--- src/verilog/mba_pkg.sv ---
// Package of shared constants and types for the multi-master bus arbiter
package mba_pkg;

    // ------------------------------------------------------------
    // Arbiter states
    // ------------------------------------------------------------
    typedef enum logic [1:0] {
        ARB_IDLE,
        ARB_REQUEST,
        ARB_OWN
    } mba_state_t;

    // ------------------------------------------------------------
    // Values after reset (all active-low lines inactive)
    // ------------------------------------------------------------
    localparam logic RST_BUS_REQUEST_N  = 1'b1;
    localparam logic RST_PRIORITY_OUT_N = 1'b1;
    localparam logic RST_DRIVE_ENABLE_N = 1'b1;
    localparam logic RST_BUSY_PULL      = 1'b0;
    localparam logic RST_COMMON_PULL    = 1'b0;
    localparam logic RST_BUS_CLK_LEVEL  = 1'b1;

endpackage : mba_pkg

--- src/verilog/mba_link_if.sv ---
// Interface carrying sampled bus-side inputs from the sampler to the arbiter core
`timescale 1ns/100ps
`default_nettype none

interface mba_link_if;
    logic busEdge;
    logic priorityIn;
    logic busFree;
    logic commonRequest;

    modport sampler (output busEdge, output priorityIn, output busFree, output commonRequest);
    modport core    (input  busEdge, input  priorityIn, input  busFree, input  commonRequest);
endinterface : mba_link_if

`default_nettype wire

--- src/verilog/mba_bus_sampler.sv ---
// Bus clock falling-edge detector and sampler of bus-side inputs
`timescale 1ns/100ps
`default_nettype none

module mba_bus_sampler
    import mba_pkg::*;
(
    // Clock and reset
    input  wire logic  clk,
    input  wire logic  rst,
    // Bus-side pins
    input  wire logic  busClk,
    input  wire logic  priority_in_n,
    input  wire logic  busyIn_n,
    input  wire logic  commonRequestIn_n,
    // To the core
    mba_link_if.sampler link
);

    logic busClkPrev;
    logic next_busClkPrev;

    // ------------------------------------------------------------
    // Falling edge of the bus clock
    // ------------------------------------------------------------
    always_comb begin
        next_busClkPrev = busClk;
    end

    always_ff @(posedge clk or posedge rst) begin
        if (rst) begin
            busClkPrev <= RST_BUS_CLK_LEVEL;
        end else begin
            busClkPrev <= next_busClkPrev;
        end
    end

    // Bus inputs are synchronous; decisions use them only on this edge
    assign link.busEdge       = busClkPrev & ~busClk;
    assign link.priorityIn    = ~priority_in_n;
    assign link.busFree       = busyIn_n;
    assign link.commonRequest = ~commonRequestIn_n;

endmodule // mba_bus_sampler

`default_nettype wire

--- src/verilog/mba_arbiter.sv ---
// Multi-master bus arbiter: top module
//
// Operation
// - Drive bus request low whenever the system bus is wanted.
// - Priority input low lets the arbiter take the bus at bus clock fall.
// - Loss of priority input means a higher arbiter wins; prepare to surrender.
// - Priority output feeds the next lower arbiter in a daisy chain.
// - With bus free and priority held, seize the bus by pulling busy low.
// - When finished, release busy so it floats high for others.
// - Busy is active-low open drain: only pulled low or released.
// - Hold controller, transceivers and latches off the bus while not owner.
// - After acquiring the bus, release the hold so the stalled cycle proceeds.
// - Never give up the bus in the middle of a transfer cycle.
// - Take the bus whenever no higher master is using it; here it also waits while a lower master pulls busy.
// - Surrender-to-any strap surrenders to lower requesters as to higher ones.
// - With no other requester, keep the bus until the processor halts.
// - Release only when forced by a request or when the processor halts.
// - Drive active-low enable telling controller and latches when to three-state.
// - The owner running a transfer never pulls the common request line.
// - Initialize input low resets the arbiter to not owning the bus.
// - All bus-side signals are acted on at the bus clock edge; here initialize low acts on any system clock edge.
`timescale 1ns/100ps
`default_nettype none

module mba_arbiter
    import mba_pkg::*;
(
    // Clock and reset
    input  wire logic clk,
    input  wire logic rst,
    // Bus-side inputs
    input  wire logic busClk,
    input  wire logic initialize_n,
    input  wire logic priority_in_n,
    input  wire logic surrender_to_any_strap,
    // Busy line, open drain
    input  wire logic busyIn_n,
    output logic      busyOut,
    output logic      busyOe,
    // Common request line, open drain
    input  wire logic commonRequestIn_n,
    output logic      common_request_nOut,
    output logic      common_request_nOe,
    // Bus-side outputs
    output logic      bus_request_n,
    output logic      priority_out_n,
    // Processor side
    input  wire logic cpuWantsBus,
    input  wire logic cycleActive,
    input  wire logic cpuHalted,
    output logic      drive_enable_n
);

    // Bus-side view; acted on only at a bus clock fall
    mba_link_if link ();

    mba_bus_sampler u_sampler (
        .clk               (clk),
        .rst               (rst),
        .busClk            (busClk),
        .priority_in_n     (priority_in_n),
        .busyIn_n          (busyIn_n),
        .commonRequestIn_n (commonRequestIn_n),
        .link              (link)
    );

    // ------------------------------------------------------------
    // State decoding shared by the output groups
    // ------------------------------------------------------------
    // Owner of the system bus: pulls busy and lets its drivers out
    function automatic logic is_owner(input mba_state_t s);
        logic owner;
        owner = 1'b0;
        unique case (s)
            ARB_IDLE:    owner = 1'b0;
            ARB_REQUEST: owner = 1'b0;
            ARB_OWN:     owner = 1'b1;
        endcase
        return owner;
    endfunction

    // Wanting or holding the bus: request driven, chain grant kept
    function automatic logic is_claiming(input mba_state_t s);
        logic claiming;
        claiming = 1'b0;
        unique case (s)
            ARB_IDLE:    claiming = 1'b0;
            ARB_REQUEST: claiming = 1'b1;
            ARB_OWN:     claiming = 1'b1;
        endcase
        return claiming;
    endfunction

    // Waiting for the bus: the only state that pulls common request
    function automatic logic is_waiting(input mba_state_t s);
        logic waiting;
        waiting = 1'b0;
        unique case (s)
            ARB_IDLE:    waiting = 1'b0;
            ARB_REQUEST: waiting = 1'b1;
            ARB_OWN:     waiting = 1'b0;
        endcase
        return waiting;
    endfunction

    // ------------------------------------------------------------
    // Decision terms, taken only at a bus clock falling edge
    // ------------------------------------------------------------
    logic surrender;
    logic takeEdge;
    logic goRequest;
    logic abandon;
    logic seize;
    logic giveUp;

    // Forced off by priority loss, a processor halt or, with the strap, by any lower requester
    always_comb begin
        surrender = ~link.priorityIn
                  | (surrender_to_any_strap & link.commonRequest)
                  | cpuHalted;
    end

    // No decision is taken between bus clock falls or while initializing
    always_comb begin
        takeEdge = initialize_n & link.busEdge;
    end

    // A halted processor never starts a request for the bus
    always_comb begin
        goRequest = cpuWantsBus & ~cpuHalted;
    end

    // A waiting arbiter whose processor lost interest withdraws
    always_comb begin
        abandon = ~cpuWantsBus;
    end

    // Priority held and busy released by every other master
    always_comb begin
        seize = cpuWantsBus & link.priorityIn & link.busFree;
    end

    // A started transfer cycle is never cut short
    always_comb begin
        giveUp = surrender & ~cycleActive;
    end

    // ------------------------------------------------------------
    // Arbitration state
    // ------------------------------------------------------------
    mba_state_t state;
    mba_state_t next_state;

    always_comb begin
        next_state = state;
        if (!initialize_n) begin
            next_state = ARB_IDLE;
        end else if (takeEdge) begin
            unique case (state)
                ARB_IDLE: begin
                    if (goRequest) begin
                        next_state = ARB_REQUEST;
                    end else begin
                        next_state = ARB_IDLE;
                    end
                end
                // Withdrawal wins over a grant seen at the same edge
                ARB_REQUEST: begin
                    if (abandon) begin
                        next_state = ARB_IDLE;
                    end else if (seize) begin
                        next_state = ARB_OWN;
                    end else begin
                        next_state = ARB_REQUEST;
                    end
                end
                // Kept between cycles until forced off or halted
                ARB_OWN: begin
                    if (giveUp) begin
                        next_state = ARB_IDLE;
                    end else begin
                        next_state = ARB_OWN;
                    end
                end
                // Unused code falls back to idle
                default: begin
                    next_state = ARB_IDLE;
                end
            endcase
        end
    end

    always_ff @(posedge clk or posedge rst) begin
        if (rst) begin
            state <= ARB_IDLE;
        end else begin
            state <= next_state;
        end
    end

    // ------------------------------------------------------------
    // Open-drain pulls on the busy and common request lines
    // ------------------------------------------------------------
    logic busyPull;
    logic next_busyPull;
    logic commonPull;
    logic next_commonPull;

    // The owner leaves the common request line to lower requesters
    always_comb begin
        next_busyPull   = busyPull;
        next_commonPull = commonPull;
        if (!initialize_n) begin
            next_busyPull   = RST_BUSY_PULL;
            next_commonPull = RST_COMMON_PULL;
        end else if (takeEdge) begin
            next_busyPull   = is_owner(next_state);
            next_commonPull = is_waiting(next_state);
        end
    end

    always_ff @(posedge clk or posedge rst) begin
        if (rst) begin
            busyPull   <= RST_BUSY_PULL;
            commonPull <= RST_COMMON_PULL;
        end else begin
            busyPull   <= next_busyPull;
            commonPull <= next_commonPull;
        end
    end

    // ------------------------------------------------------------
    // Request and daisy-chain priority outputs
    // ------------------------------------------------------------
    logic requestOut_n;
    logic next_requestOut_n;
    logic prioOut_n;
    logic next_prioOut_n;

    // An idle arbiter passes the chain grant on; a claiming one keeps it
    always_comb begin
        next_requestOut_n = requestOut_n;
        next_prioOut_n    = prioOut_n;
        if (!initialize_n) begin
            next_requestOut_n = RST_BUS_REQUEST_N;
            next_prioOut_n    = RST_PRIORITY_OUT_N;
        end else if (takeEdge) begin
            next_requestOut_n = ~is_claiming(next_state);
            next_prioOut_n    = is_claiming(next_state) | priority_in_n;
        end
    end

    always_ff @(posedge clk or posedge rst) begin
        if (rst) begin
            requestOut_n <= RST_BUS_REQUEST_N;
            prioOut_n    <= RST_PRIORITY_OUT_N;
        end else begin
            requestOut_n <= next_requestOut_n;
            prioOut_n    <= next_prioOut_n;
        end
    end

    // ------------------------------------------------------------
    // Hold on the local controller, latches and transceivers
    // ------------------------------------------------------------
    logic enableOut_n;
    logic next_enableOut_n;

    // Drivers stay three-stated until this arbiter pulls busy itself
    always_comb begin
        next_enableOut_n = enableOut_n;
        if (!initialize_n) begin
            next_enableOut_n = RST_DRIVE_ENABLE_N;
        end else if (takeEdge) begin
            next_enableOut_n = ~is_owner(next_state);
        end
    end

    always_ff @(posedge clk or posedge rst) begin
        if (rst) begin
            enableOut_n <= RST_DRIVE_ENABLE_N;
        end else begin
            enableOut_n <= next_enableOut_n;
        end
    end

    // ------------------------------------------------------------
    // Open-drain lines: data always low, enable while pulling
    // ------------------------------------------------------------
    assign busyOut             = 1'b0;
    assign busyOe              = busyPull;
    assign common_request_nOut = 1'b0;
    assign common_request_nOe  = commonPull;

    // ------------------------------------------------------------
    // Registered outputs
    // ------------------------------------------------------------
    assign bus_request_n  = requestOut_n;
    assign priority_out_n = prioOut_n;
    assign drive_enable_n = enableOut_n;

endmodule // mba_arbiter

`default_nettype wire

--- config.mk ---
export PLATFORM = sky130hd
export DESIGN_NAME = mba_arbiter
export DESIGN_NICKNAME = d
export VERILOG_FILES = /design/src/verilog/mba_pkg.sv /design/src/verilog/mba_link_if.sv /design/src/verilog/mba_bus_sampler.sv /design/src/verilog/mba_arbiter.sv
export SDC_FILE = /design/constraint.sdc
export NUM_CORES = 1
export LEC_CHECK = 0
export ABC_AREA = 1
export BUFFER_PORTS_ARGS = -buffer_cell sky130_fd_sc_hd__buf_2
export CORE_UTILIZATION = 27
export CTS_BUF_LIST = sky130_fd_sc_hd__clkbuf_8 sky130_fd_sc_hd__clkbuf_16
export DETAILED_ROUTE_END_ITERATION = 6
export MAX_ROUTING_LAYER = met4
export SETUP_SLACK_MARGIN = 0.4
export SYNTH_ARGS = -nofsm -noshare
export SYNTH_HDL_FRONTEND = slang
export SYNTH_SLANG_ARGS = --single-unit
--- constraint.sdc ---
create_clock -name clk -period 1.4 [get_ports clk]
set_clock_uncertainty 0.1 [all_clocks]
set_input_delay 0.42 -clock clk [delete_from_list [all_inputs] [get_ports clk]]
set_output_delay 0.42 -clock clk [all_outputs]
set_load 0.02 [all_outputs]
After elaboration in Yosys (flattened, before gate mapping). Cells that the tools add are included.

Equality and inequality tests: 5. Muxes and demuxes: 23. Bitwise operators: 17. Reduce and logical (&&, ||, !) cells: 5.

Operator list (number): two-way mux 1 bit (14); two-way mux 2 bit (5); bitwise AND 1 bit (7); NOT 1 bit (7); case mux 1 bit (2 select lines) (3); case mux 2 bit (3 select lines) (1); OR reduction 2 bit (3); == test 2 x 1 -> 1 bit (second input constant) (2); == test 2 bit (second input constant) (2); logical NOT 2 bit (2); OR 1 bit (3); inequality test 2 x 1 -> 1 bit (second input constant) (1).

Register bits after elaboration: 8. Bits of input ports: 11. Output and inout bits: 7.

Longest topological paths before layout. Gate-level depths: netlist (run 1).

Word-level depth: 17. Gate-level depth with buffers: 12. Depth with buffers taken out: 12.

Hierarchy. A second synthesis (run 1) with hierarchy kept.

Cells, all modules: 58. Area total of the unflattened synthesis: 439.2 µm².

By module, submodules not included: mba_arbiter (instances 1, cells each 51, area an instance 384.1 µm², sequential area each 178.9 µm²); mba_bus_sampler (instances 1, cells each 7, area an instance 55.1 µm², sequential area each 26.3 µm²).

Worst setup path before layout (run 1). No wires, ideal clock.

Path kind: flip-flop to flip-flop. Start point: reg u_sampler.busClkPrev. End point: reg requestOut_n (netlist: bus_request_n). Library setup time: 79 ps. Arrival time: 1341 ps. Required time: 1221 ps. Setup slack: -120 ps. Cell stages (with the launch flop): 9. Path buffers: 0. Period minus slack after synthesis: 1520 ps. Cell sequence: dfstp_2 -> nand2_2 -> nor2_4 -> nand3_2 -> o21ai_2 -> inv_2 -> ha_1 -> o21ai_0 -> nand2_1.

Cells in the longest elaborated chain, start to end: 12. Elaborated cells on any way between the ends: 15. Classes of those cells: 3 x eq/ne; 7 x mux; 3 x bitwise; 2 x reduce/logical.

Ends and longest elaborated chain: start, declared (RTL line mba_bus_sampler.sv:20) `logic busClkPrev;`; start signal, assigned (RTL line mba_bus_sampler.sv:34) `busClkPrev <= next_busClkPrev;`; bitwise AND 1 bit * (RTL line mba_bus_sampler.sv:39) `assign link.busEdge = busClkPrev & ~busClk;`; bitwise AND 1 bit * (RTL line mba_arbiter.sv:125) `takeEdge = initialize_n & link.busEdge;`; two-way mux 2 bit (RTL line mba_arbiter.sv:158) `end else if (takeEdge) begin`; two-way mux 2 bit (RTL line mba_arbiter.sv:156) `if (!initialize_n) begin`; == test 2 bit or == test 2 x 1 -> 1 bit (tied branches) (RTL line mba_arbiter.sv:86) `unique case (s)`; OR reduction 2 bit (no source line); case mux 1 bit (2 select lines) (RTL line mba_arbiter.sv:86); two-way mux 1 bit (RTL line mba_arbiter.sv:247) `end else if (takeEdge) begin`; two-way mux 1 bit (RTL line mba_arbiter.sv:244) `if (!initialize_n) begin`; NOT 1 bit (RTL line mba_arbiter.sv:248) `next_requestOut_n = ~is_claiming(next_state);`; two-way mux 1 bit (RTL line mba_arbiter.sv:247); two-way mux 1 bit (RTL line mba_arbiter.sv:244); end signal, assigned (RTL line mba_arbiter.sv:258) `requestOut_n <= next_requestOut_n;`; end, declared (RTL line mba_arbiter.sv:235) `logic requestOut_n;`.

Mark *: on every way between the ends. The rest lies on a longest branch, timed or not. The select of a mux whose other input is x is not followed. A chain may end at the register's enable or synchronous reset.

Worst setup path in the final report (run 1).
Start point: reg u_sampler.busClkPrev. End point: reg prioOut_n (netlist: priority_out_n).

Cells in the longest elaborated chain, start to end: 12. Elaborated cells on any way between the ends: 15. Classes of those cells: 3 x eq/ne; 7 x mux; 3 x bitwise; 2 x reduce/logical.

Ends and longest elaborated chain: bitwise AND 1 bit * (RTL line mba_bus_sampler.sv:39); bitwise AND 1 bit * (RTL line mba_arbiter.sv:125); two-way mux 2 bit (RTL line mba_arbiter.sv:158); two-way mux 2 bit (RTL line mba_arbiter.sv:156); == test 2 bit or == test 2 x 1 -> 1 bit (tied branches) (RTL line mba_arbiter.sv:86); OR reduction 2 bit (no source line); case mux 1 bit (2 select lines) (RTL line mba_arbiter.sv:86); two-way mux 1 bit (RTL line mba_arbiter.sv:247); two-way mux 1 bit (RTL line mba_arbiter.sv:244); OR 1 bit (RTL line mba_arbiter.sv:249) `next_prioOut_n = is_claiming(next_state) | priority_in_n;`; two-way mux 1 bit (RTL line mba_arbiter.sv:247); two-way mux 1 bit (RTL line mba_arbiter.sv:244); end signal, assigned (RTL line mba_arbiter.sv:259) `prioOut_n <= next_prioOut_n;`; end, declared (RTL line mba_arbiter.sv:237) `logic prioOut_n;`.

Marked as above.

==> impl_metrics.csv, run 1 <==
group,metric,value,unit
cts,clockBufferDepth,2,
placement,gp_congestion,0.765,
cts,cts_buffers,3,
timing,fmax,671,MHz
synth,synth_seq_area_share,47.0,%
synth,synth_top_family_by_area,"simple AND/OR/NAND/NOR gates",
flow_run,cap_violations,0,
cts,clock_latency,240,ps
outcome,status,"complete, but fails checks",
placement,dp_hpwl,758,µm
timing,slew_violations,0,
detailed_routing,vias,449,
synth,synth_compound_area_share,7.74,%
die,die_w,42.2,µm
timing,whs,21.5,ps
detailed_routing,drt-initial-drc-count,0,
placement,dpl_cell_area,618,µm²
synth,yosys.area_share.simple,29.5,%
timing,fin_setup_tns,-178,ps
timing,setup_viol,4,
timing,fin_ws,-91.4,ps
cts,cts_tree,"built",
die,start_util,29.0,%
synth,synth-xor-area-share,0,%
worst_setup_path,cp-end-kind,"flop",
cells_and_area,final_area,761,µm²
outcome,violations,"setup timing",
worst_setup_path,crit_fanout,3,
synth,yosys_warnings,0,
global_route,antenna_found_initial,0,
synth,netlist_area,437,µm²
detailed_routing,postRouteWirelength,1040,µm
cells_and_area,layout.nets,99,
worst_setup_path,required,1450,ps
detailed_routing,post_drt_wl_per_cell,10.2,µm
timing,period_minus_slack,1490,ps
global_route,grt_pass1_wl,1870,µm
worst_setup_path,startpoint_type,"flop",
worst_setup_path,critPathKind,"reg -> reg",
cells_and_area,most-common-layout-cells,"nand2_1, buf_4, buf_2, inv_1, buf_6",
placement,io_buffers,15,
cells_and_area,syn_to_final_growth,74.2,%
timing,fin_crit_sh,107,%
synth,muxShareOfSynthArea,0,%
synth,ys_types,18,
die,design.core.area,1510,µm²
worst_hold_path,holdCritPathClass,"in -> async",
detailed_routing,drc,0,
global_route,grt.overflow.total,0,
global_route,grt_max_degree,9,
power_and_ir_drop,vdd_drop_max,0.000475,V
die,io_pins,18,
cts,htree_num_levels,1,
global_route,grt_pass1_vias,445,
detailed_routing,dr.pass1.iters,1,
detailed_routing,ant_nets,0,
cts,clock-sinks,8,
cells_and_area,antennaDiodeCount,0,
cts,cts_root_buffer,"clkbuf_8",
power_and_ir_drop,power_leakage,0.423,nW
timing,rsz0062_at_grt,"true",
worst_setup_path,cpPeakStageDelay,530,ps
synth,avgSynthCellArea,7.94,µm²
worst_setup_path,worst_ep_arrival_time,1540,ps
global_route,grt_usage,15.3,%
synth,ys_ff_latch,8,
synth,netlist_instances,55,
worst_setup_path,critPathSlowestCell,"dfstp_2",
power_and_ir_drop,power_density,879,nW/µm²
worst_setup_path,rr_worst_depth,7,
worst_setup_path,cp_cell_sequence,"nand2_4 -> nor2_4 -> nand3_2 -> o21ai_2 -> inv_2 -> ha_4 -> a31oi_1",
cells_and_area,drive_above_1_share,62.8,%
die,die-area,1780,µm²
timing,hold_viol,0,
die,fp.dieH,42.2,µm
cts,path_clk_slew,50,ps
die,fp-row-count,14,
synth,synth_fa_ha_area_share,2.87,%
detailed_routing,vias_per_cell,4.40,
## final timing paths
kind,slack (ps),startpoint,endpoint
worst min register to register,380,bus_request_n,bus_request_n
worst max register to register,-90,u_sampler.busClkPrev,priority_out_n
worst min-delay path,20,rst,busyOe
max in group asynchronous,880,rst,priority_out_n
worst max-delay path,-90,u_sampler.busClkPrev,priority_out_n
min in group clk,200,busClk,u_sampler.busClkPrev
## Yosys cell counts (all sizes together)
| cell | number | area [µm²] |
|---|---|---|
| nand3 | 1 | 10.0 |
| inv | 10 | 37.5 |
| nand2 | 20 | 80.1 |
| buf | 2 | 15.0 |
| dfrtp | 4 | 100 |
| a31oi | 1 | 6.26 |
| a21oi | 1 | 8.76 |
| o21ai | 3 | 18.8 |
| ha | 1 | 12.5 |
| nand4 | 2 | 12.5 |
| nor2 | 5 | 26.3 |
| conb | 1 | 3.75 |
| dfstp | 4 | 105 |
## cell type report
type                            instances  area, µm²
Clock buffer                            3       41.3
Clock inverter                          1       3.75
Fill cell                             144        746
Inverter                               10       40.0
Multi-Input combinational cell         36        243
Sequential cell                         8        205
Tap cell                               16       20.0
Timing Repair Buffer                   28        208
## layer usage
layer	up-vias	GRT usage, %	share of wire (%)
li1	226	-	-
met1	202	15.3	40
met2	17	24.3	50
met3	4	4.31	6.3
met4	0	13.1	4.0
met5	-	-	0
## where the power goes
group / total, mW / leakage [nW] / switching (mW) / internal [mW]
logic: 0.122 / 0.298 / 0.0635 / 0.0588
registers: 0.254 / 0.0976 / 0.00683 / 0.247
clock network: 0.293 / 0.0269 / 0.102 / 0.191
total: 0.669 / 0.423 / 0.172 / 0.496
## registers in the layout (all words and copies together) (netlist names)
register and flops:
common_request_nOe 1, state 2, drive_enable_n 1, busyOe 1, bus_request_n 1, u_sampler.busClkPrev 1, priority_out_n 1
## through the flow
stage | utilization, % | cells | worst slack (ps) | total power [mW]
after detailed placement | 41.0 | 94 | -224 | 0.354
after global placement | 41.0 | 94 | -215 | 0.352
final | 50.5 | 102 | -91.4 | 0.669
after CTS | 48.8 | 100 | -114 | 0.664
after floorplan | - | 56 | -48.6 | 0.311
after global routing | 50.5 | 102 | -176 | 0.694
## critical path, delay by kind of cell (launching register included)
family          cells  cell delay (ps)
simple gates        3              260
fa+ha+maj           1              220
buf+inv             1               60
flops               1              530
compound gates      2              250
## logic make-up after synthesis
logic type,Yosys count
other cells,1
simple gates,28
fa+ha+maj,1
flops,8
compound gates,5
buf+inv,12
## repair_timing
action,CTS,global route
pin swaps,4,2
gates resized for setup,17,3
setup endpoints to repair,12,12
hold buffers,0,0
buffers inserted,2,2
Power figures use the tool's default switching activity.
==> run 2, diff against run 1 <==
--- a/config.mk
+++ b/config.mk
@@ -7,10 +7,13 @@
 export LEC_CHECK = 0
 export ABC_AREA = 1
 export BUFFER_PORTS_ARGS = -buffer_cell sky130_fd_sc_hd__buf_2
-export CORE_UTILIZATION = 27
+export CELL_PAD_IN_SITES_DETAIL_PLACEMENT = 1
+export CELL_PAD_IN_SITES_GLOBAL_PLACEMENT = 2
+export CORE_UTILIZATION = 21
 export CTS_BUF_LIST = sky130_fd_sc_hd__clkbuf_8 sky130_fd_sc_hd__clkbuf_16
 export DETAILED_ROUTE_END_ITERATION = 6
 export MAX_ROUTING_LAYER = met4
+export PLACE_DENSITY_LB_ADDON = 0.1
 export SETUP_SLACK_MARGIN = 0.4
 export SYNTH_ARGS = -nofsm -noshare
 export SYNTH_HDL_FRONTEND = slang
==> run 2 against run 1 <==
Non-clock buffer count is 1 lower. Sequential share of layout area is 0.31 points higher. Cell area is 1.2% lower. First-iteration DRC count is 2 higher. The run still ends with setup timing left.
==> impl_metrics.csv, run 2 (same netlist as run 1, synthesis figures left out) <==
group,metric,value,unit
global_route,grt_usage,11.1,%
die,design.core.area,1960,µm²
power_and_ir_drop,power,0.668,mW
flow_run,cap_violations,0,
die,die-area,2270,µm²
placement,io_buffers,15,
cts,cts_root_buffer,"clkbuf_8",
detailed_routing,vias_per_cell,3.89,
die,fp.dieH,47.6,µm
detailed_routing,drc,0,
cells_and_area,largest_register_ffs,2,
placement,dp_hpwl,816,µm
outcome,violations,"setup timing",
power_and_ir_drop,pwr-share-seq,37.9,%
cells_and_area,fin_util,38.3,%
cells_and_area,layout_commonest_cell,"nand2_1",
cts,clockBufferDepth,2,
power_and_ir_drop,p_sw,0.171,mW
power_and_ir_drop,p_int,0.497,mW
worst_setup_path,startpoint_type,"flop",
cts,holdBufCountCts,0,
power_and_ir_drop,comb_power_share,18.2,%
detailed_routing,dr.pass1.iters,2,
global_route,grt_pass1_wl,1620,µm
global_route,grt_max_degree,9,
worst_setup_path,crit_fanout,3,
placement,gp_congestion,0.683,
power_and_ir_drop,power_density,889,nW/µm²
cells_and_area,top_register,"state",
cts,clock-sinks,8,
worst_setup_path,cp-end-kind,"flop",
power_and_ir_drop,vdd_drop_max,0.000534,V
die,die_w,47.6,µm
timing,rsz0062_at_grt,"true",
cells_and_area,drive_above_1_share,60.0,%
timing,setup_viol,4,
cells_and_area,most-common-layout-cells,"nand2_1, buf_4, buf_2, inv_1, buf_6",
detailed_routing,drt-initial-drc-count,2,
power_and_ir_drop,switching_share,25.6,%
die,fp-row-count,16,
detailed_routing,ant_nets,0,
cts,cts_buffers,3,
placement,dpl.cell_count,104,
cells_and_area,fin_cells,112,
detailed_routing,vias,436,
timing,fin_crit_sh,106,%
die,start_util,22.3,%
placement,pre_cts_ws,-236,ps
timing,hold_viol,0,
cells_and_area,antennaDiodeCount,0,
global_route,antenna_found_initial,0,
cts,clock_latency,230,ps
timing,period_minus_slack,1480,ps
timing,fmax,673,MHz
timing,slew_violations,0,
power_and_ir_drop,p_clk_share,43.9,%
cells_and_area,syn_to_final_growth,72.2,%
detailed_routing,post_drt_wl_per_cell,9.99,µm
cells_and_area,layout.nets,98,
worst_hold_path,holdCritPathClass,"in -> async",
cts,path_clk_slew,40,ps
timing,fin_setup_tns,-199,ps
cts,htree_num_levels,1,
detailed_routing,postRouteWirelength,1120,µm
die,io_pins,18,
outcome,status,"complete, but fails checks",
worst_setup_path,required,1460,ps
timing,fin_ws,-84.8,ps
global_route,grt_pass1_vias,389,
worst_setup_path,worst_ep_arrival_time,1540,ps
worst_setup_path,critPathKind,"reg -> reg",
cts,cts_tree,"built",
global_route,grt.overflow.total,0,
power_and_ir_drop,power_leakage,0.404,nW
[run 2: cell count changes in the layout (fill, tap and decap cells not counted), sizes merged]
cell	previous run	this run
buf	28	27
[run 2: final timing paths]
path / slack (ps) / depth (start not counted) / from / to
max: -80 / 7 / u_sampler.busClkPrev / priority_out_n
min: 40 / 2 / rst / common_request_nOe
max reg2reg: -80 / 7 / u_sampler.busClkPrev / priority_out_n
min reg2reg: 380 / 2 / bus_request_n / bus_request_n
max in group asynchronous: 870 / 2 / rst / drive_enable_n
min in group clk: 300 / 2 / busClk / u_sampler.busClkPrev
[run 2: worst max-delay path: stages, from the launching register on]
cell	delay, ps
dfstp_2	540
nand2_4	70
nor2_4	110
nand3_2	80
o21ai_2	80
inv_2	60
ha_4	210
a31oi_1	160
[run 2: per-stage QoR]
stage | hold WS (ps) | area (µm²)
4_1_cts | 36.0 | 733
3_5_place_dp | 286 | 624
2_1_floorplan | 133 | 470
3_3_place_gp | 289 | 624
6_report | 36.0 | 752
5_1_grt | 61.2 | 752
[run 2: final cells by class]
type,count,area (µm²)
Inverter,10,40.0
Clock buffer,3,41.3
Clock inverter,1,3.75
Sequential cell,8,205
Fill cell,262,1210
Tap cell,27,33.8
Multi-Input combinational cell,36,228
Timing Repair Buffer,27,200
[run 2: per-layer routing]
layer | vias up | part of all wire [%] | global-route usage (%)
met4 | 0 | 0 | 1.67
li1 | 221 | - | -
met2 | 14 | 48 | 17.3
met5 | - | 0 | -
met1 | 201 | 45 | 14.0
met3 | 0 | 6.9 | 4.53
[run 2: timing repair]
item                                   in CTS  in global routing
gates resized for setup                    13                  3
pin swaps                                   5                  2
cloned                                      0                  0
setup endpoints to repair                  12                 12
buffers inserted                            3                  1
endpoints found under the hold margin       0                  0
[run 2: power by group through the flow]
stage | clock network, mW | registers [mW] | logic, mW
after detailed placement | 0 | 0.255 | 0.0995
after floorplan | 0 | 0.263 | 0.0474
after CTS | 0.303 | 0.253 | 0.119
after global routing | 0.316 | 0.254 | 0.135
after global placement | 0 | 0.255 | 0.100
final | 0.293 | 0.253 | 0.122
==> run 3, diff against run 2 <==
==> constraint.sdc (replaced) <==
create_clock -name clk -period 1.19 [get_ports clk]
set_clock_uncertainty 0.1 [all_clocks]
set_input_delay 0.357 -clock clk [delete_from_list [all_inputs] [get_ports clk]]
set_output_delay 0.357 -clock clk [all_outputs]
set_load 0.05 [all_outputs]
==> run 3 against run 2 <==
The run ends with hold timing, setup timing left. Cell area is 2.7% lower. Register-to-register slack worse by 270 ps. First-iteration DRC count down 50%. Sequential power is 19% higher. Critical endpoint unchanged. Largest power group unchanged.
==> impl_metrics.csv, run 3 (same netlist as run 1, synthesis figures left out) <==
group,metric,value,unit
detailed_routing,post_drt_wl_per_cell,9.48,µm
worst_setup_path,critPathSlowestCell,"dfstp_2",
cells_and_area,layout.nets,96,
global_route,grt.overflow.total,0,
timing,fin_crit_sh,130,%
cells_and_area,largest_register_ffs,2,
timing,fin_ws,-359,ps
power_and_ir_drop,power_leakage,0.381,nW
worst_hold_path,holdCritPathClass,"in -> async",
global_route,gr-usage-met2,15.9,%
die,die_w,47.6,µm
timing,hold_viol,4,
detailed_routing,drc,0,
placement,dp_hpwl,870,µm
cts,clock_latency,220,ps
worst_setup_path,worst_ep_arrival_time,1600,ps
die,io_pins,18,
detailed_routing,postRouteWirelength,1030,µm
die,start_util,22.3,%
worst_setup_path,startpoint_type,"flop",
worst_setup_path,critPathKind,"reg -> reg",
cells_and_area,layout_commonest_cell,"nand2_1",
timing,slew_violations,0,
placement,io_buffers,15,
cells_and_area,most-common-layout-cells,"nand2_1, buf_2, buf_4, inv_1",
flow_run,cap_violations,0,
placement,dpl.cell_count,104,
detailed_routing,dr.pass1.iters,2,
global_route,grt_pass1_wl,1610,µm
global_route,grt_pass1_vias,371,
cts,cts_root_buffer,"clkbuf_8",
global_route,antenna_found_initial,0,
placement,pre_cts_ws,-418,ps
cells_and_area,antennaDiodeCount,0,
global_route,grt_usage,11.0,%
power_and_ir_drop,vdd_drop_max,0.000516,V
cells_and_area,fin_cells,109,
cells_and_area,drive_above_1_share,59.8,%
global_route,grt_max_degree,9,
cells_and_area,top_register,"state",
cts,cts_buffers,3,
die,fp-row-count,16,
detailed_routing,drt-initial-drc-count,1,
die,design.core.area,1960,µm²
die,die-area,2270,µm²
worst_setup_path,required,1240,ps
global_route,gr-usage-met1,13.9,%
timing,rsz0062_at_grt,"true",
cts,clockBufferDepth,2,
timing,fmax,645,MHz
placement,gp_congestion,0.715,
cells_and_area,fillers,255,
outcome,status,"complete, but fails checks",
worst_setup_path,crit_fanout,3,
global_route,grt_busiest_layer,"met2",
detailed_routing,vias_per_cell,3.87,
outcome,violations,"hold timing, setup timing",
timing,setup_viol,11,
worst_setup_path,cp_cell_sequence,"nand2_4 -> nor2_4 -> nand3_2 -> o21ai_2 -> inv_2 -> ha_4 -> a31oi_1",
detailed_routing,vias,422,
power_and_ir_drop,power,0.786,mW
cts,path_clk_slew,40,ps
cts,clock-sinks,8,
timing,whs,-29.0,ps
timing,fin_setup_tns,-1850,ps
timing,period_minus_slack,1550,ps
cells_and_area,syn_to_final_growth,67.6,%
power_and_ir_drop,power_density,1070,nW/µm²
global_route,globalRouteMet3Util,3.40,%
cts,htree_num_levels,1,
die,fp.dieH,47.6,µm
detailed_routing,ant_nets,0,
cts,cts_tree,"built",
worst_setup_path,cpPeakStageDelay,540,ps
worst_setup_path,cp-end-kind,"flop",
[run 3: layout make-up]
type / count / area [µm²] / area share, %
multi-input combinational: 36 / 216 / 29.6
tap: 27 / 33.8 / 4.62
sequential: 8 / 208 / 28.4
inverter: 10 / 40.0 / 5.47
clock buffer: 3 / 41.3 / 5.64
timing repair buffer: 25 / 193 / 26.3
[run 3: power breakdown]
group	switching [mW]	internal (mW)	total, mW	leakage [nW]
Clock	0.105	0.219	0.324	0.0216
Combinational	0.0953	0.0678	0.163	0.265
Sequential	0.00896	0.291	0.300	0.0943
[run 3: critical path: cells and delay by family, from the launching register on]
family / cells / cell delay (ps)
flip-flops: 1 / 540
AND/OR/NAND/NOR: 3 / 300
AO/OA/AOI/OAI: 2 / 260
adder cells (fa/ha/maj): 1 / 210
buffers and inverters: 1 / 60
[run 3: metal layers]
metal | vias to the layer above | part of all wire (%)
li1 | 220 | -
met1 | 195 | 48
met2 | 7 | 49
met3 | 0 | 3.4
met4 | 0 | 0
met5 | - | 0
[run 3: metrics by stage]
| stage | util, % | instance area (µm²) |
|---|---|---|
| 2_1_floorplan | - | 473 |
| 3_3_place_gp | 32.0 | 627 |
| 3_5_place_dp | 32.0 | 627 |
| 4_1_cts | 37.1 | 728 |
| 5_1_grt | 37.3 | 732 |
| 6_report | 37.3 | 732 |
[run 3: repair_timing]
action,CTS,global route
setup buffers,2,0
resized for setup,14,1
hold endpoints to repair,4,0
setup endpoints to repair,12,12
pin swaps,5,0
[run 3: path summary, 6_finish.rpt]
path,endpoint,start,slack (ps),cells after the start
worst max-delay path,priority_out_n,u_sampler.busClkPrev,-360,7
worst min-delay path,state[0],rst,-30,2
worst max register to register,priority_out_n,u_sampler.busClkPrev,-360,7
worst min register to register,bus_request_n,bus_request_n,380,2
max in group asynchronous,bus_request_n,rst,730,2
min in group clk,u_sampler.busClkPrev,busClk,140,1
